--- src/pm_event_consts.svh ---
// Offsets, field positions and reset values of the event block
`ifndef PM_EVENT_CONSTS_SVH
`define PM_EVENT_CONSTS_SVH

// ==========================================
// Register placement inside the event block
`define EVT_BLOCK_LEN 3'h4
`define EVT_STS_OFS 2'h0
`define EVT_EN_OFS 2'h2

// ==========================================
// Field positions, shared by status and enable except BIT_WAKE, which is status only
`define BIT_TMR 0
`define BIT_FWLOCK 5
`define BIT_PWRBTN 8
`define BIT_SLPBTN 9
`define BIT_ALARM 10
`define BIT_WAKE 15

// ==========================================
// Masks and reset values
`define EN_RESET 16'h0000
`define STS_RESET 16'h0000
`define EN_IMPL_MASK 16'h0721
`define STS_IMPL_MASK 16'h8721
`define RDATA_RESET 16'h0000

`endif

--- src/pm_event_pkg.sv ---
// Types shared by the event status and enable logic
package pm_event_pkg;

  // ==========================================
  // Register port request
  typedef struct packed {
    logic wr;
    logic rd;
    logic [1:0] addr;
    logic [1:0] be;
    logic [15:0] wdata;
  } io_req_t;

  // ==========================================
  // System power phase as seen by this block
  typedef enum logic [2:0] {
    PH_WORKING = 3'h1,
    PH_SLEEPING = 3'h2,
    PH_RESUMING = 3'h4
  } phase_t;

  // ==========================================
  // Whole state of the block
  typedef struct packed {
    logic [15:0] sts;
    logic [15:0] en;
    logic [15:0] rdata;
    logic alarm_q;
    logic pbtn_q;
    logic sbtn_q;
    logic msb_q;
    phase_t phase;
  } state_t;

endpackage

--- src/pm_event_block.sv ---
// Event status and enable registers with interrupt and wake steering
`timescale 1ns/1ns
`include "pm_event_consts.svh"

module pm_event_block (
  // Clock, reset, clock enable
  input wire logic clk,
  input wire logic rst,
  input wire logic ce,
  // Register port
  input wire pm_event_pkg::io_req_t io_req,
  output logic [15:0] io_rdata,
  // Event sources
  input wire logic alarm_line,
  input wire logic power_button,
  input wire logic sleep_button,
  input wire logic counter_msb,
  input wire logic fw_lock_request,
  // System state
  input wire logic event_route_select,
  input wire logic deep_wake_capable,
  input wire logic sleep_entry,
  input wire logic sleep_is_s4,
  input wire logic resume_done,
  input wire logic cold_entry,
  // Interrupts and wake
  output logic control_interrupt,
  output logic management_interrupt,
  output logic irq,
  output logic resume_request
);

  // ==========================================
  // State
  pm_event_pkg::state_t st;
  pm_event_pkg::state_t next_st;

  logic [15:0] set_bits;
  logic [15:0] lane_mask;
  logic [15:0] wake_src;
  logic sts_wr;
  logic en_wr;
  logic sleeping;
  logic pending;
  logic wake_evt;
  logic alarm_wake_ok;

  // ==========================================
  // Decode of the register port
  // Each group answers only inside its own block window
  assign lane_mask = {{8{io_req.be[1]}}, {8{io_req.be[0]}}};
  assign sts_wr = io_req.wr && io_req.addr == `EVT_STS_OFS;
  assign en_wr = io_req.wr && io_req.addr == `EVT_EN_OFS;

  // ==========================================
  // Event detection
  assign sleeping = st.phase == pm_event_pkg::PH_SLEEPING;
  // A wake from S4 by the alarm needs the deep-wake capability
  assign alarm_wake_ok = !sleep_is_s4 || deep_wake_capable;

  always_comb begin
    set_bits = 16'h0000;
    set_bits[`BIT_TMR] = counter_msb != st.msb_q;
    set_bits[`BIT_FWLOCK] = fw_lock_request;
    set_bits[`BIT_PWRBTN] = power_button && !st.pbtn_q;
    set_bits[`BIT_SLPBTN] = sleep_button && !st.sbtn_q;
    set_bits[`BIT_ALARM] = alarm_line && !st.alarm_q;
  end

  // Wake sources are flags already set and allowed
  always_comb begin
    wake_src = 16'h0000;
    wake_src[`BIT_PWRBTN] = st.en[`BIT_PWRBTN];
    wake_src[`BIT_SLPBTN] = st.en[`BIT_SLPBTN];
    wake_src[`BIT_ALARM] = st.en[`BIT_ALARM] && alarm_wake_ok;
  end

  assign wake_evt = sleeping && |(st.sts & wake_src);

  // ==========================================
  // Next state
  always_comb begin
    next_st = st;
    next_st.alarm_q = alarm_line;
    next_st.pbtn_q = power_button;
    next_st.sbtn_q = sleep_button;
    next_st.msb_q = counter_msb;
    // Write one clears; a set in the same cycle still wins
    if (sts_wr) begin
      next_st.sts = st.sts & ~(io_req.wdata & lane_mask);
    end
    next_st.sts = next_st.sts | set_bits;
    if (wake_evt) begin
      next_st.sts[`BIT_WAKE] = 1'b1;
    end
    next_st.sts = next_st.sts & `STS_IMPL_MASK;
    if (en_wr) begin
      next_st.en = (st.en & ~lane_mask)
                 | (io_req.wdata & lane_mask & `EN_IMPL_MASK);
    end
    // Power-up from off states must start with nothing allowed
    if (cold_entry) begin
      next_st.en = `EN_RESET;
    end
    if (io_req.rd) begin
      case (io_req.addr)
        `EVT_STS_OFS: next_st.rdata = st.sts & `STS_IMPL_MASK;
        `EVT_EN_OFS: next_st.rdata = st.en & `EN_IMPL_MASK;
        default: next_st.rdata = `RDATA_RESET;
      endcase
    end
    case (st.phase)
      pm_event_pkg::PH_WORKING: begin
        if (sleep_entry) begin
          next_st.phase = pm_event_pkg::PH_SLEEPING;
        end
      end
      pm_event_pkg::PH_SLEEPING: begin
        if (st.sts[`BIT_WAKE]) begin
          next_st.phase = pm_event_pkg::PH_RESUMING;
        end
      end
      pm_event_pkg::PH_RESUMING: begin
        if (resume_done) begin
          next_st.phase = pm_event_pkg::PH_WORKING;
        end
      end
      default: next_st.phase = pm_event_pkg::PH_WORKING;
    endcase
  end

  // ==========================================
  // Registers
  always_ff @(posedge clk) begin
    if (rst) begin
      st.sts <= `STS_RESET;
      st.en <= `EN_RESET;
      st.rdata <= `RDATA_RESET;
      st.alarm_q <= 1'b0;
      st.pbtn_q <= 1'b0;
      st.sbtn_q <= 1'b0;
      st.msb_q <= 1'b0;
      st.phase <= pm_event_pkg::PH_WORKING;
    end else if (ce) begin
      st <= next_st;
    end
  end

  // ==========================================
  // Outputs
  // Level request: stays up until the flags or their allow bits are cleared (software or cold_entry)
  assign pending = |(st.sts & st.en & `EN_IMPL_MASK);
  assign irq = pending;
  assign control_interrupt = pending && event_route_select;
  assign management_interrupt = pending && !event_route_select;
  assign resume_request = st.phase == pm_event_pkg::PH_RESUMING;
  assign io_rdata = st.rdata;
endmodule

--- config.mk ---
export PLATFORM = sky130hd
export DESIGN_NAME = pm_event_block
export DESIGN_NICKNAME = d
export VERILOG_FILES = /design/src/pm_event_pkg.sv /design/src/pm_event_block.sv
export VERILOG_INCLUDE_DIRS = /design/src
export SDC_FILE = /design/constraint.sdc
export NUM_CORES = 1
export LEC_CHECK = 0
export BUFFER_PORTS_ARGS = -buffer_cell sky130_fd_sc_hd__buf_4
export CORE_MARGIN = 2
export CORE_UTILIZATION = 40
export DETAILED_ROUTE_END_ITERATION = 12
export PLACE_DENSITY_LB_ADDON = 0.3
export SYNTH_ARGS = -nofsm -noshare
export SYNTH_HDL_FRONTEND = slang
export SYNTH_SLANG_ARGS = --single-unit
--- constraint.sdc ---
create_clock -name clk -period 1.9 [get_ports clk]
set_input_delay 0.38 -clock clk [delete_from_list [all_inputs] [get_ports clk]]
set_output_delay 0.38 -clock clk [all_outputs]
set_load 0.05 [all_outputs]
# After elaboration in Yosys (flattened, before gate mapping)
# Cells that the tools add are included.
# totals
out_inout_bits	20
ff_bits	45
input_bits	36
word_cells	56
# classes
bitwise_logic	9
muxes	9
n_reduce_logical	22
eq_ne	8
# ops
operator	count
16-bit bitwise AND	3
16-bit 2-to-1 mux	3
16-bit inverter	2
16-bit by 11-bit bitwise OR with 16-bit output	2
16-bit one-hot mux with 2 select lines	1
16-bit by 11-bit bitwise AND with 16-bit output	1
16-bit OR reduction	1
11-bit bitwise AND	1
1-bit logical AND	9
3-bit 2-to-1 mux	3
3-bit one-hot mux with 3 select lines	1
2-bit != test, second input constant	3
1-bit logical NOT	5
5-bit OR reduction	1
2-bit AND reduction	2
4-bit AND reduction	1
3-bit by 1-bit equality test with 1-bit output, second input constant	1
3-bit by 2-bit equality test with 1-bit output, second input constant	1
3-bit equality test, second input constant	1
2-bit equality test, second input constant	1
2-bit logical NOT	1
2-bit nonzero test	1
1-bit logical OR	1
1-bit 2-to-1 mux	1
1-bit != test	1

# Longest topological paths before layout
# Gate-level depths: netlist (run 1).
# depth
word_depth	7
mapped_depth	4
mapped_depth_nobuf	3

# Least setup slack after synthesis (run 1)
# Ideal clock, no wire load.
# synth_timing
path_type	reg2out
from	register st[49] (netlist name)
to	output control_interrupt
t_required_ps	1520
stages_incl_launch_ff	4
arrival_ps	1508
path_buffers	0
path_slack_ps	12
cell_sequence	dfxtp_1 -> a222oi_1 -> nand2_1 -> and2_1
# synth_via
elab_chain_cells	3
# synth_lines
element	line	rtl
start: declaration	pm_event_block.sv:35	pm_event_pkg::state_t st;
start signal: assignment	pm_event_block.sv:145	st <= next_st;
11-bit bitwise AND	pm_event_block.sv:152	assign pending = |(st.sts & st.en & `EN_IMPL_MASK);
5-bit OR reduction	pm_event_block.sv:152	
via irq	pm_event_block.sv:29	output logic irq,
1-bit logical AND	pm_event_block.sv:154	assign control_interrupt = pending && event_route_select;
end: declaration	pm_event_block.sv:27	output logic control_interrupt,
# The timed path passes the listed nets, and every way through them passes these cells.

# Worst setup path after layout (run 1)
# layout_timing
from	register st[49] (netlist name)
to	output control_interrupt
# layout_via
elab_chain_cells	3
# layout_lines
element	line
11-bit bitwise AND	pm_event_block.sv:152
5-bit OR reduction	pm_event_block.sv:152
1-bit logical AND	pm_event_block.sv:154
# Every way passes these cells.

==> results.txt, run 1 <==
After synthesis, the cell types taking the most area are dfxtp_1, buf_4, nand2_1, mux2_2, nor2_1. The number of top-level pins is 56. The flip-flop and latch count after synthesis is 24. The count of pins over their slew limit came out at 0. The routability congestion estimate from global placement came out at 0.843. The remaining number of nets flagged by the antenna check after routing came out at 0. The effective utilization at floorplan came out at 0.410. The routed design has 2.88 mm of wire.

The total area of multi-input combinational cells is 646 µm². The number of cells on the worst reg-to-reg path is 4. The half-perimeter wire length after detailed placement is 2.06 mm. The worst ir drop on vdd is 0.287 mV.

The share of flip-flops with an asynchronous set or reset after synthesis came out at 0. The routed via count came out at 1,112. The CTS sink count came out at 24. At the pin with the least slew margin, the transition time is 0.551 ns.

Headroom to the max-slew limit came out at 0.629. The count of yosys warnings during synthesis came out at 0. The clock network power share came out at 0.235.

Clock latency on the worst-skew pair, taken at its later pin, is 0.31 ns. The remaining global-route overflow came out at 0. The number of placement rows came out at 20. The peak clock frequency supported by timing came out at 535 MHz. The pin count of the biggest net entering global routing came out at 25. The proportion of synthesized chip area in sequential cells came out at 0.390. Compared with the post-synthesis result, the final layout area differs by 22.3%.

The run finished with clean final reports. For the worst setup path, the data required time is 1.52 ns. The average vias per placed instance is 5.40. In this run, CTS created clock tree buffers numbering 3. CTS placed an instance of clkbuf_4 at the clock tree root.

The detailed-routing iteration count for the pre-antenna-repair pass is 4. The global-route wire length before repair came out at 4.25 mm. For the worst setup path, the data arrival time is 1.49 ns. The number of hold violations in the final report was 0. The time the final worst path needs with I/O delays and setup is 1.87 ns.

Counting distinct cell types in the post-synthesis netlist gives 34. The non-filler instance count after layout came out at 206. The maximum clock insertion buffer count came out at 2.

Of the total power, the share spent switching nets is 0.288. The floorplan step set the die height to 59.5 µm. The core outline area came out at 0.00300 mm². For the final routed database, the setup TNS stands at 0 ns. Synthesis handed over a netlist of 141 instances. In this run the power density over the cells is 619 mW/mm². The smallest hold slack came out at 0.288 ns. Registers take 483 µm².

Summed over all nets, the switching power comes to 0.000269 W. Along the worst hold path, the cell count comes to 2. The count of antenna diodes in the layout came out at 0.

After detailed routing, the number of remaining DRC violations is 0. The number of synthesized flops with an enable pin is 0. The static leakage power is 0.642 nW. Of the post-synthesis cell area, the dominant cell type holds 0.390. STA classifies the critical path startpoint as a flip-flop. The hold buffer count at CTS is 0.

Measured on the finished design, the core utilization comes to 0.502. TritonCTS built the clock tree. Dividing the final minimum period by the clock period gives 0.984. The internal power component came out at 0.000665 W.

The worst clock skew is 0.00726 ns. The number of antenna violations at the first check in global routing was 0. The type of the tightest min-delay check is in -> reg. The critical path goes through a222oi_1 > nand2_1 > and2_4 > buf_8. From left edge to right edge, the die measures 59.5 µm.

The number of nets in the final layout is 211. In this run, placement finished with an instance count of 201. Fill cells in the final layout number 312. Leaving out fill and tap cells, the most frequent cell in the layout is buf_4. The prevailing post-synth register cell is dfxtp_1. The final count of negative-setup-slack endpoints is 0.

The worst-path cell with the longest stage delay is a222oi_1. The worst stage delay on the critical path is 0.40 ns. The worst setup path is captured at an output port. The count of input and output buffers is 35. The total standard cell area after synthesis is 0.00123 mm². Of the total power, combinational logic draws 0.191.

The detailed router finished its first iteration with 34 violations. The via count of the first global-routing pass is 993. The routed length per instance is 14.0 µm. Setup repair after global routing could not meet its margin everywhere. The library cells used most frequently in the layout, excluding fill and tap cells, are buf_4, dfxtp_1, nand2_1, nor2_1, conb_1. The clock input transition at the sequential cells of the worst setup and hold paths is 0.12 ns. In this run the number of H-tree levels came out at 1. In the final layout, the share of cells above drive strength 1 is 0.301. The reported max-cap violation count came out at 0.

The sequential fraction of design power is 0.574. Across every metal layer, demand over resource in global routing totals 0.160. The post-synthesis cell type with the largest combined area is dfxtp_1. A synthesized cell averages 8.74 µm². The critical path in this run is classified as reg -> out. The worst-path maximum fanout came out at 4.

The die covers 0.00354 mm².
[power groups by stage]
stage / Clock [W] / Combinational [W] / Sequential [W]
floorplan: 0 / 0.000128 / 0.000542
global placement: 0 / 0.000173 / 0.000545
detailed placement: 0 / 0.000176 / 0.000546
CTS: 0.000232 / 0.000178 / 0.000535
global route: 0.000249 / 0.000193 / 0.000538
finish: 0.000220 / 0.000178 / 0.000536
[flip-flops by register name, summed over array words and instances (netlist names)]
name	cells
st	18
io_rdata	6
[worst paths after layout]
path / slack, ns / to / start
worst max-delay path: 0.03 / control_interrupt / st[49]$_SDFFE_PP0P_
worst min-delay path: 0.29 / st[32]$_SDFFE_PP0P_ / io_req[9]
worst max register to register: 0.85 / io_rdata[10]$_SDFFE_PP0P_ / st[33]$_SDFFE_PP0P_
worst min register to register: 0.46 / io_rdata[15]$_SDFFE_PP0P_ / io_rdata[15]$_SDFFE_PP0P_
[what timing repair did]
| item | CTS | global route |
|---|---|---|
| setup endpoints to repair | 1 | 1 |
| pin swaps | 2 | 3 |
| setup buffers | 2 | 0 |
| resized for setup | 2 | 3 |
[layout make-up]
| cell class | count | share of cell area |
|---|---|---|
| multi-input cells | 105 | 0.428 |
| flip-flops and latches | 24 | 0.320 |
| well taps | 33 | 0.0274 |
| clock buffers | 3 | 0.0149 |
| repair buffers | 41 | 0.209 |
[through the flow]
| step | cell area [µm²] | power, W | setup WS, ns |
|---|---|---|---|
| after detailed placement | 1460 | 0.000722 | 0.271 |
| after floorplan | 1270 | 0.000670 | 0.0120 |
| final | 1510 | 0.000933 | 0.0302 |
| after global routing | 1510 | 0.000980 | -0.0162 |
| after CTS | 1500 | 0.000945 | 0.00656 |
| after global placement | 1460 | 0.000718 | 0.309 |
[worst max-delay path: cells and delay by family, from the launching register on]
family / cells / cell delay (ns)
AO/OA/AOI/OAI: 1 / 0.40
buffers and inverters: 1 / 0.14
flip-flops: 1 / 0.36
AND/OR/NAND/NOR: 2 / 0.29
[per-layer routing]
metal | track usage | share of wire | vias up
li1 | - | - | 546
met1 | 0.203 | 0.44 | 538
met2 | 0.267 | 0.50 | 24
met3 | 0.0240 | 0.042 | 4
met4 | 0.0762 | 0.013 | 0
met5 | 0 | 0 | -
[logic make-up after synthesis]
kind of cell / Yosys count / share of synthesized area
and+or+nand+nor: 50 / 0.218
buffers and inverters: 21 / 0.116
xor gates and xnor gates: 1 / 0.00711
other: 1 / 0.00304
muxes: 9 / 0.0782
AOI/OAI and AO/OA: 35 / 0.188
DFF: 24 / 0.390
[cells in the mapped netlist, types with 2 or more instances]
| master | n |
|---|---|
| dfxtp_1 | 24 |
| buf_4 | 16 |
| nand2_1 | 16 |
| nor2_1 | 13 |
| a21oi_1 | 9 |
| o21ai_0 | 8 |
| a22oi_1 | 6 |
| mux2_2 | 5 |
| nand3b_1 | 5 |
| mux2i_1 | 4 |
| a32o_1 | 3 |
| buf_2 | 3 |
| nand2b_1 | 3 |
| or4b_1 | 3 |
| clkbuf_1 | 2 |
| nor2b_1 | 2 |
| o22ai_1 | 2 |
Power figures use the tool's default switching activity.
==> inputs of run 2 (changes only) <==
--- a/config.mk
+++ b/config.mk
@@ -8,7 +8,8 @@
 export LEC_CHECK = 0
 export BUFFER_PORTS_ARGS = -buffer_cell sky130_fd_sc_hd__buf_4
 export CORE_MARGIN = 2
-export CORE_UTILIZATION = 40
+export CORE_UTILIZATION = 35
+export CTS_CLUSTER_SIZE = 28
 export DETAILED_ROUTE_END_ITERATION = 12
 export PLACE_DENSITY_LB_ADDON = 0.3
 export SYNTH_ARGS = -nofsm -noshare
==> run 2 against run 1 <==
- utilization down 4.5 points
- fmax is 0.13% lower
- global-route usage is 2.2 points lower
- combinational power about the same
- clock power increased by 22%
- first-iteration DRC count shrank 50%
- die area is 13% higher
- critical path type unchanged
- critical endpoint unchanged
- largest power group unchanged
- highest routed layer unchanged
==> results.txt, run 2 (same netlist as run 1, synthesis figures left out) <==
The register-to-register setup slack came out at 0.87 ns (was 0.85 ns). The iteration-0 DRC count of the detailed router came to 17 (was 34). The average vias per placed instance is 5.10 (was 5.40).

The required time of the critical path was 1.52 ns (about the same). The routability congestion estimate from global placement is 0.847 (was 0.843). The worst-case headroom to the max-slew limit came out at 0.590 (was 0.629).

The final count of negative-setup-slack endpoints is 0 (unchanged). The floorplan die height is 63.3 µm (was 59.5 µm). The routed via count came out at 1,123 (was 1,112). The cell area after layout came out at 0.00154 mm² (was 0.00151 mm²). The peak clock frequency supported by timing was 534 MHz (was 535 MHz).

The total area of multi-input combinational cells is 646 µm² (unchanged). The commonest non-fill, non-tap cell in the layout was buf_4 (unchanged). The remaining global-route overflow came to 0 (unchanged). Setup repair after global routing missed its margin: yes (unchanged). The width of the die was 63.3 µm (was 59.5 µm). The number of placement rows came out at 21 (was 20). The share of cells above drive strength 1 was 0.305 (was 0.301). The post-route clock period utilization is 0.985 (was 0.984). The count of filler cells inserted in the layout came out at 364 (was 312).

The remaining number of nets flagged by the antenna check after routing came to 0 (unchanged). The count of cells along the worst hold path came to 2 (unchanged). The type of element capturing the critical path is an output port (unchanged). The launching element type of the critical path is a flip-flop (unchanged). The global-route wire length before repair came to 4.46 mm (was 4.25 mm). The sink of the worst hold path is st[31]$_SDFFE_PP0P_ (was st[32]$_SDFFE_PP0P_). The critical register-to-register path startpoint was st[54]$_SDFFE_PP0P_ (was st[33]$_SDFFE_PP0P_).

The worst endpoint data arrival time is 1.49 ns (about the same). The die area is 0.00401 mm² (was 0.00354 mm²). The cell area power density came to 640 mW/mm² (was 619 mW/mm²). The count of antenna diodes in the layout came to 0 (unchanged). The static leakage power was 0.651 nW (was 0.642 nW).

The classification of the worst setup path was reg -> out (unchanged). The worst ir drop on vdd was 0.425 mV (was 0.287 mV). The share of the core filled with cells in the final layout is 0.457 (was 0.502).

The flip-flop count of the largest register after layout is 18 (unchanged). The maximum clock insertion buffer count came out at 2 (unchanged). The count of input and output buffers is 35 (unchanged). The critical hold path startpoint was io_req[8] (was io_req[9]). The endpoint of the worst-slack reg-to-reg timing path is io_rdata[15]$_SDFFE_PP0P_ (was io_rdata[10]$_SDFFE_PP0P_).

The clock latency at the later pin of the worst-skew pair came out at 0.32 ns (was 0.31 ns). The reported max-cap violation count is 0 (unchanged). The overall power is 0.000984 W (was 0.000933 W). The cell area after placement came out at 0.00147 mm² (was 0.00146 mm²). The worst-path maximum fanout came to 3 (was 4). The number of hold violations in the final report is 0 (unchanged). The hold buffer count at CTS is 0 (unchanged). The worst clock skew came out at 0.00720 ns (was 0.00726 ns). The number of buffers created by CTS came out at 3 (unchanged). The half-perimeter wire length after detailed placement came out at 2.13 mm (was 2.06 mm).

The register name with the most flops was st (unchanged). The type of the tightest min-delay check is in -> reg (unchanged). The placement-stage worst setup slack came out at 0.318 ns (was 0.271 ns). The level count of the clock H-tree came out at 1 (unchanged). The total routing resource utilization after global routing is 0.138 (was 0.160). The smallest hold slack is 0.284 ns (was 0.288 ns).

The number of antenna violations at the first check in global routing is 0 (unchanged). The transition at the pin with the smallest max-transition slack is 0.610 ns (was 0.551 ns). The effective utilization at floorplan came out at 0.366 (was 0.410). The number of DRC violations after detailed routing is 0 (unchanged). The CTS sink count is 24 (unchanged). Most frequent cells in the layout: buf_4, dfxtp_1, nand2_1, nor2_1, conb_1 (unchanged). The clock tree from TritonCTS was built (unchanged). The core outline area is 0.00336 mm² (was 0.00300 mm²). Outcome: finished clean (unchanged). The via count of the first global-routing pass is 1,035 (was 993). The count of pins over their slew limit is 0 (unchanged). The final wirelength is 2.80 mm (was 2.88 mm). The storage element area came out at 483 µm² (unchanged). The area added between synthesis and finish was 24.8% (was 22.3%). The smallest setup slack after layout is 0.0279 ns (was 0.0302 ns). The routed length per instance is 12.7 µm (was 14.0 µm). The number of nets in the final layout is 211 (unchanged). The number of top-level pins came out at 56 (unchanged).

The detailed-routing iteration count for the pre-antenna-repair pass came out at 5 (was 4). The time the final worst path needs with I/O delays and setup came out at 1.87 ns (about the same). The cell depth of the worst flop-to-flop path is 2 (was 4). The clock input transition at the sequential cells of the worst setup and hold paths is 0.12 ns (about the same). The clock root buffer is clkbuf_4 (unchanged). The pin count of the biggest net entering global routing is 25 (unchanged).
-- run 2: cell types whose count changed in the layout (fill, tap and decap cells not counted), sizes merged --
cell / delta
clkbuf: +1
-- run 2: what timing repair did --
| item | CTS | global route |
|---|---|---|
| resized for setup | 3 | 2 |
| endpoints found under the setup margin | 1 | 2 |
| pin swaps | 2 | 3 |
| buffers inserted | 2 | 1 |
-- run 2: report_power, final --
| group | switching, W | leakage, nW | total (W) | internal (W) |
|---|---|---|---|---|
| logic | 0.000109 | 0.434 | 0.000181 | 0.0000712 |
| clock network | 0.000152 | 0.0210 | 0.000269 | 0.000117 |
| registers | 0.0000140 | 0.197 | 0.000535 | 0.000521 |
-- run 2: through the flow --
step	instances	setup TNS [ns]
detailed placement	213	0
CTS	219	0
floorplan	150	0
global placement	213	0
global route	220	-0.103
finish	220	0
-- run 2: layout make-up --
type / instances / share of cell area
clock buffer: 4 / 0.0236
timing repair buffer: 41 / 0.205
sequential: 24 / 0.314
tap: 46 / 0.0374
multi-input combinational: 105 / 0.420
-- run 2: layer usage --
metal	wire length (µm)	up-vias	track usage
met5	0	-	0
met3	152	5	0.0214
met1	1260	527	0.172
li1	-	556	-
met4	45	0	0.0625
met2	1340	35	0.233
-- run 2: how the worst max path moves through the flow --
stage | startpoint | endpoint | slack [ns] | cells past startpoint
after global routing | st[49]$_SDFFE_PP0P_ | control_interrupt | -0.06 | 4
final | st[49]$_SDFFE_PP0P_ | control_interrupt | 0.03 | 4
after CTS | st[49]$_SDFFE_PP0P_ | control_interrupt | 0.01 | 4
after detailed placement | st[49]$_SDFFE_PP0P_ | control_interrupt | 0.32 | 4
after global placement | st[49]$_SDFFE_PP0P_ | control_interrupt | 0.33 | 4
after floorplan | st[49]$_SDFFE_PP0P_ | control_interrupt | 0.01 | 3
-- run 2: worst max-delay path, cell delays in order (launching register included) --
cell and delay, ns:
dfxtp_2 0.35, a222oi_1 0.40, nand2_1 0.13, and2_4 0.16
buf_6 0.14
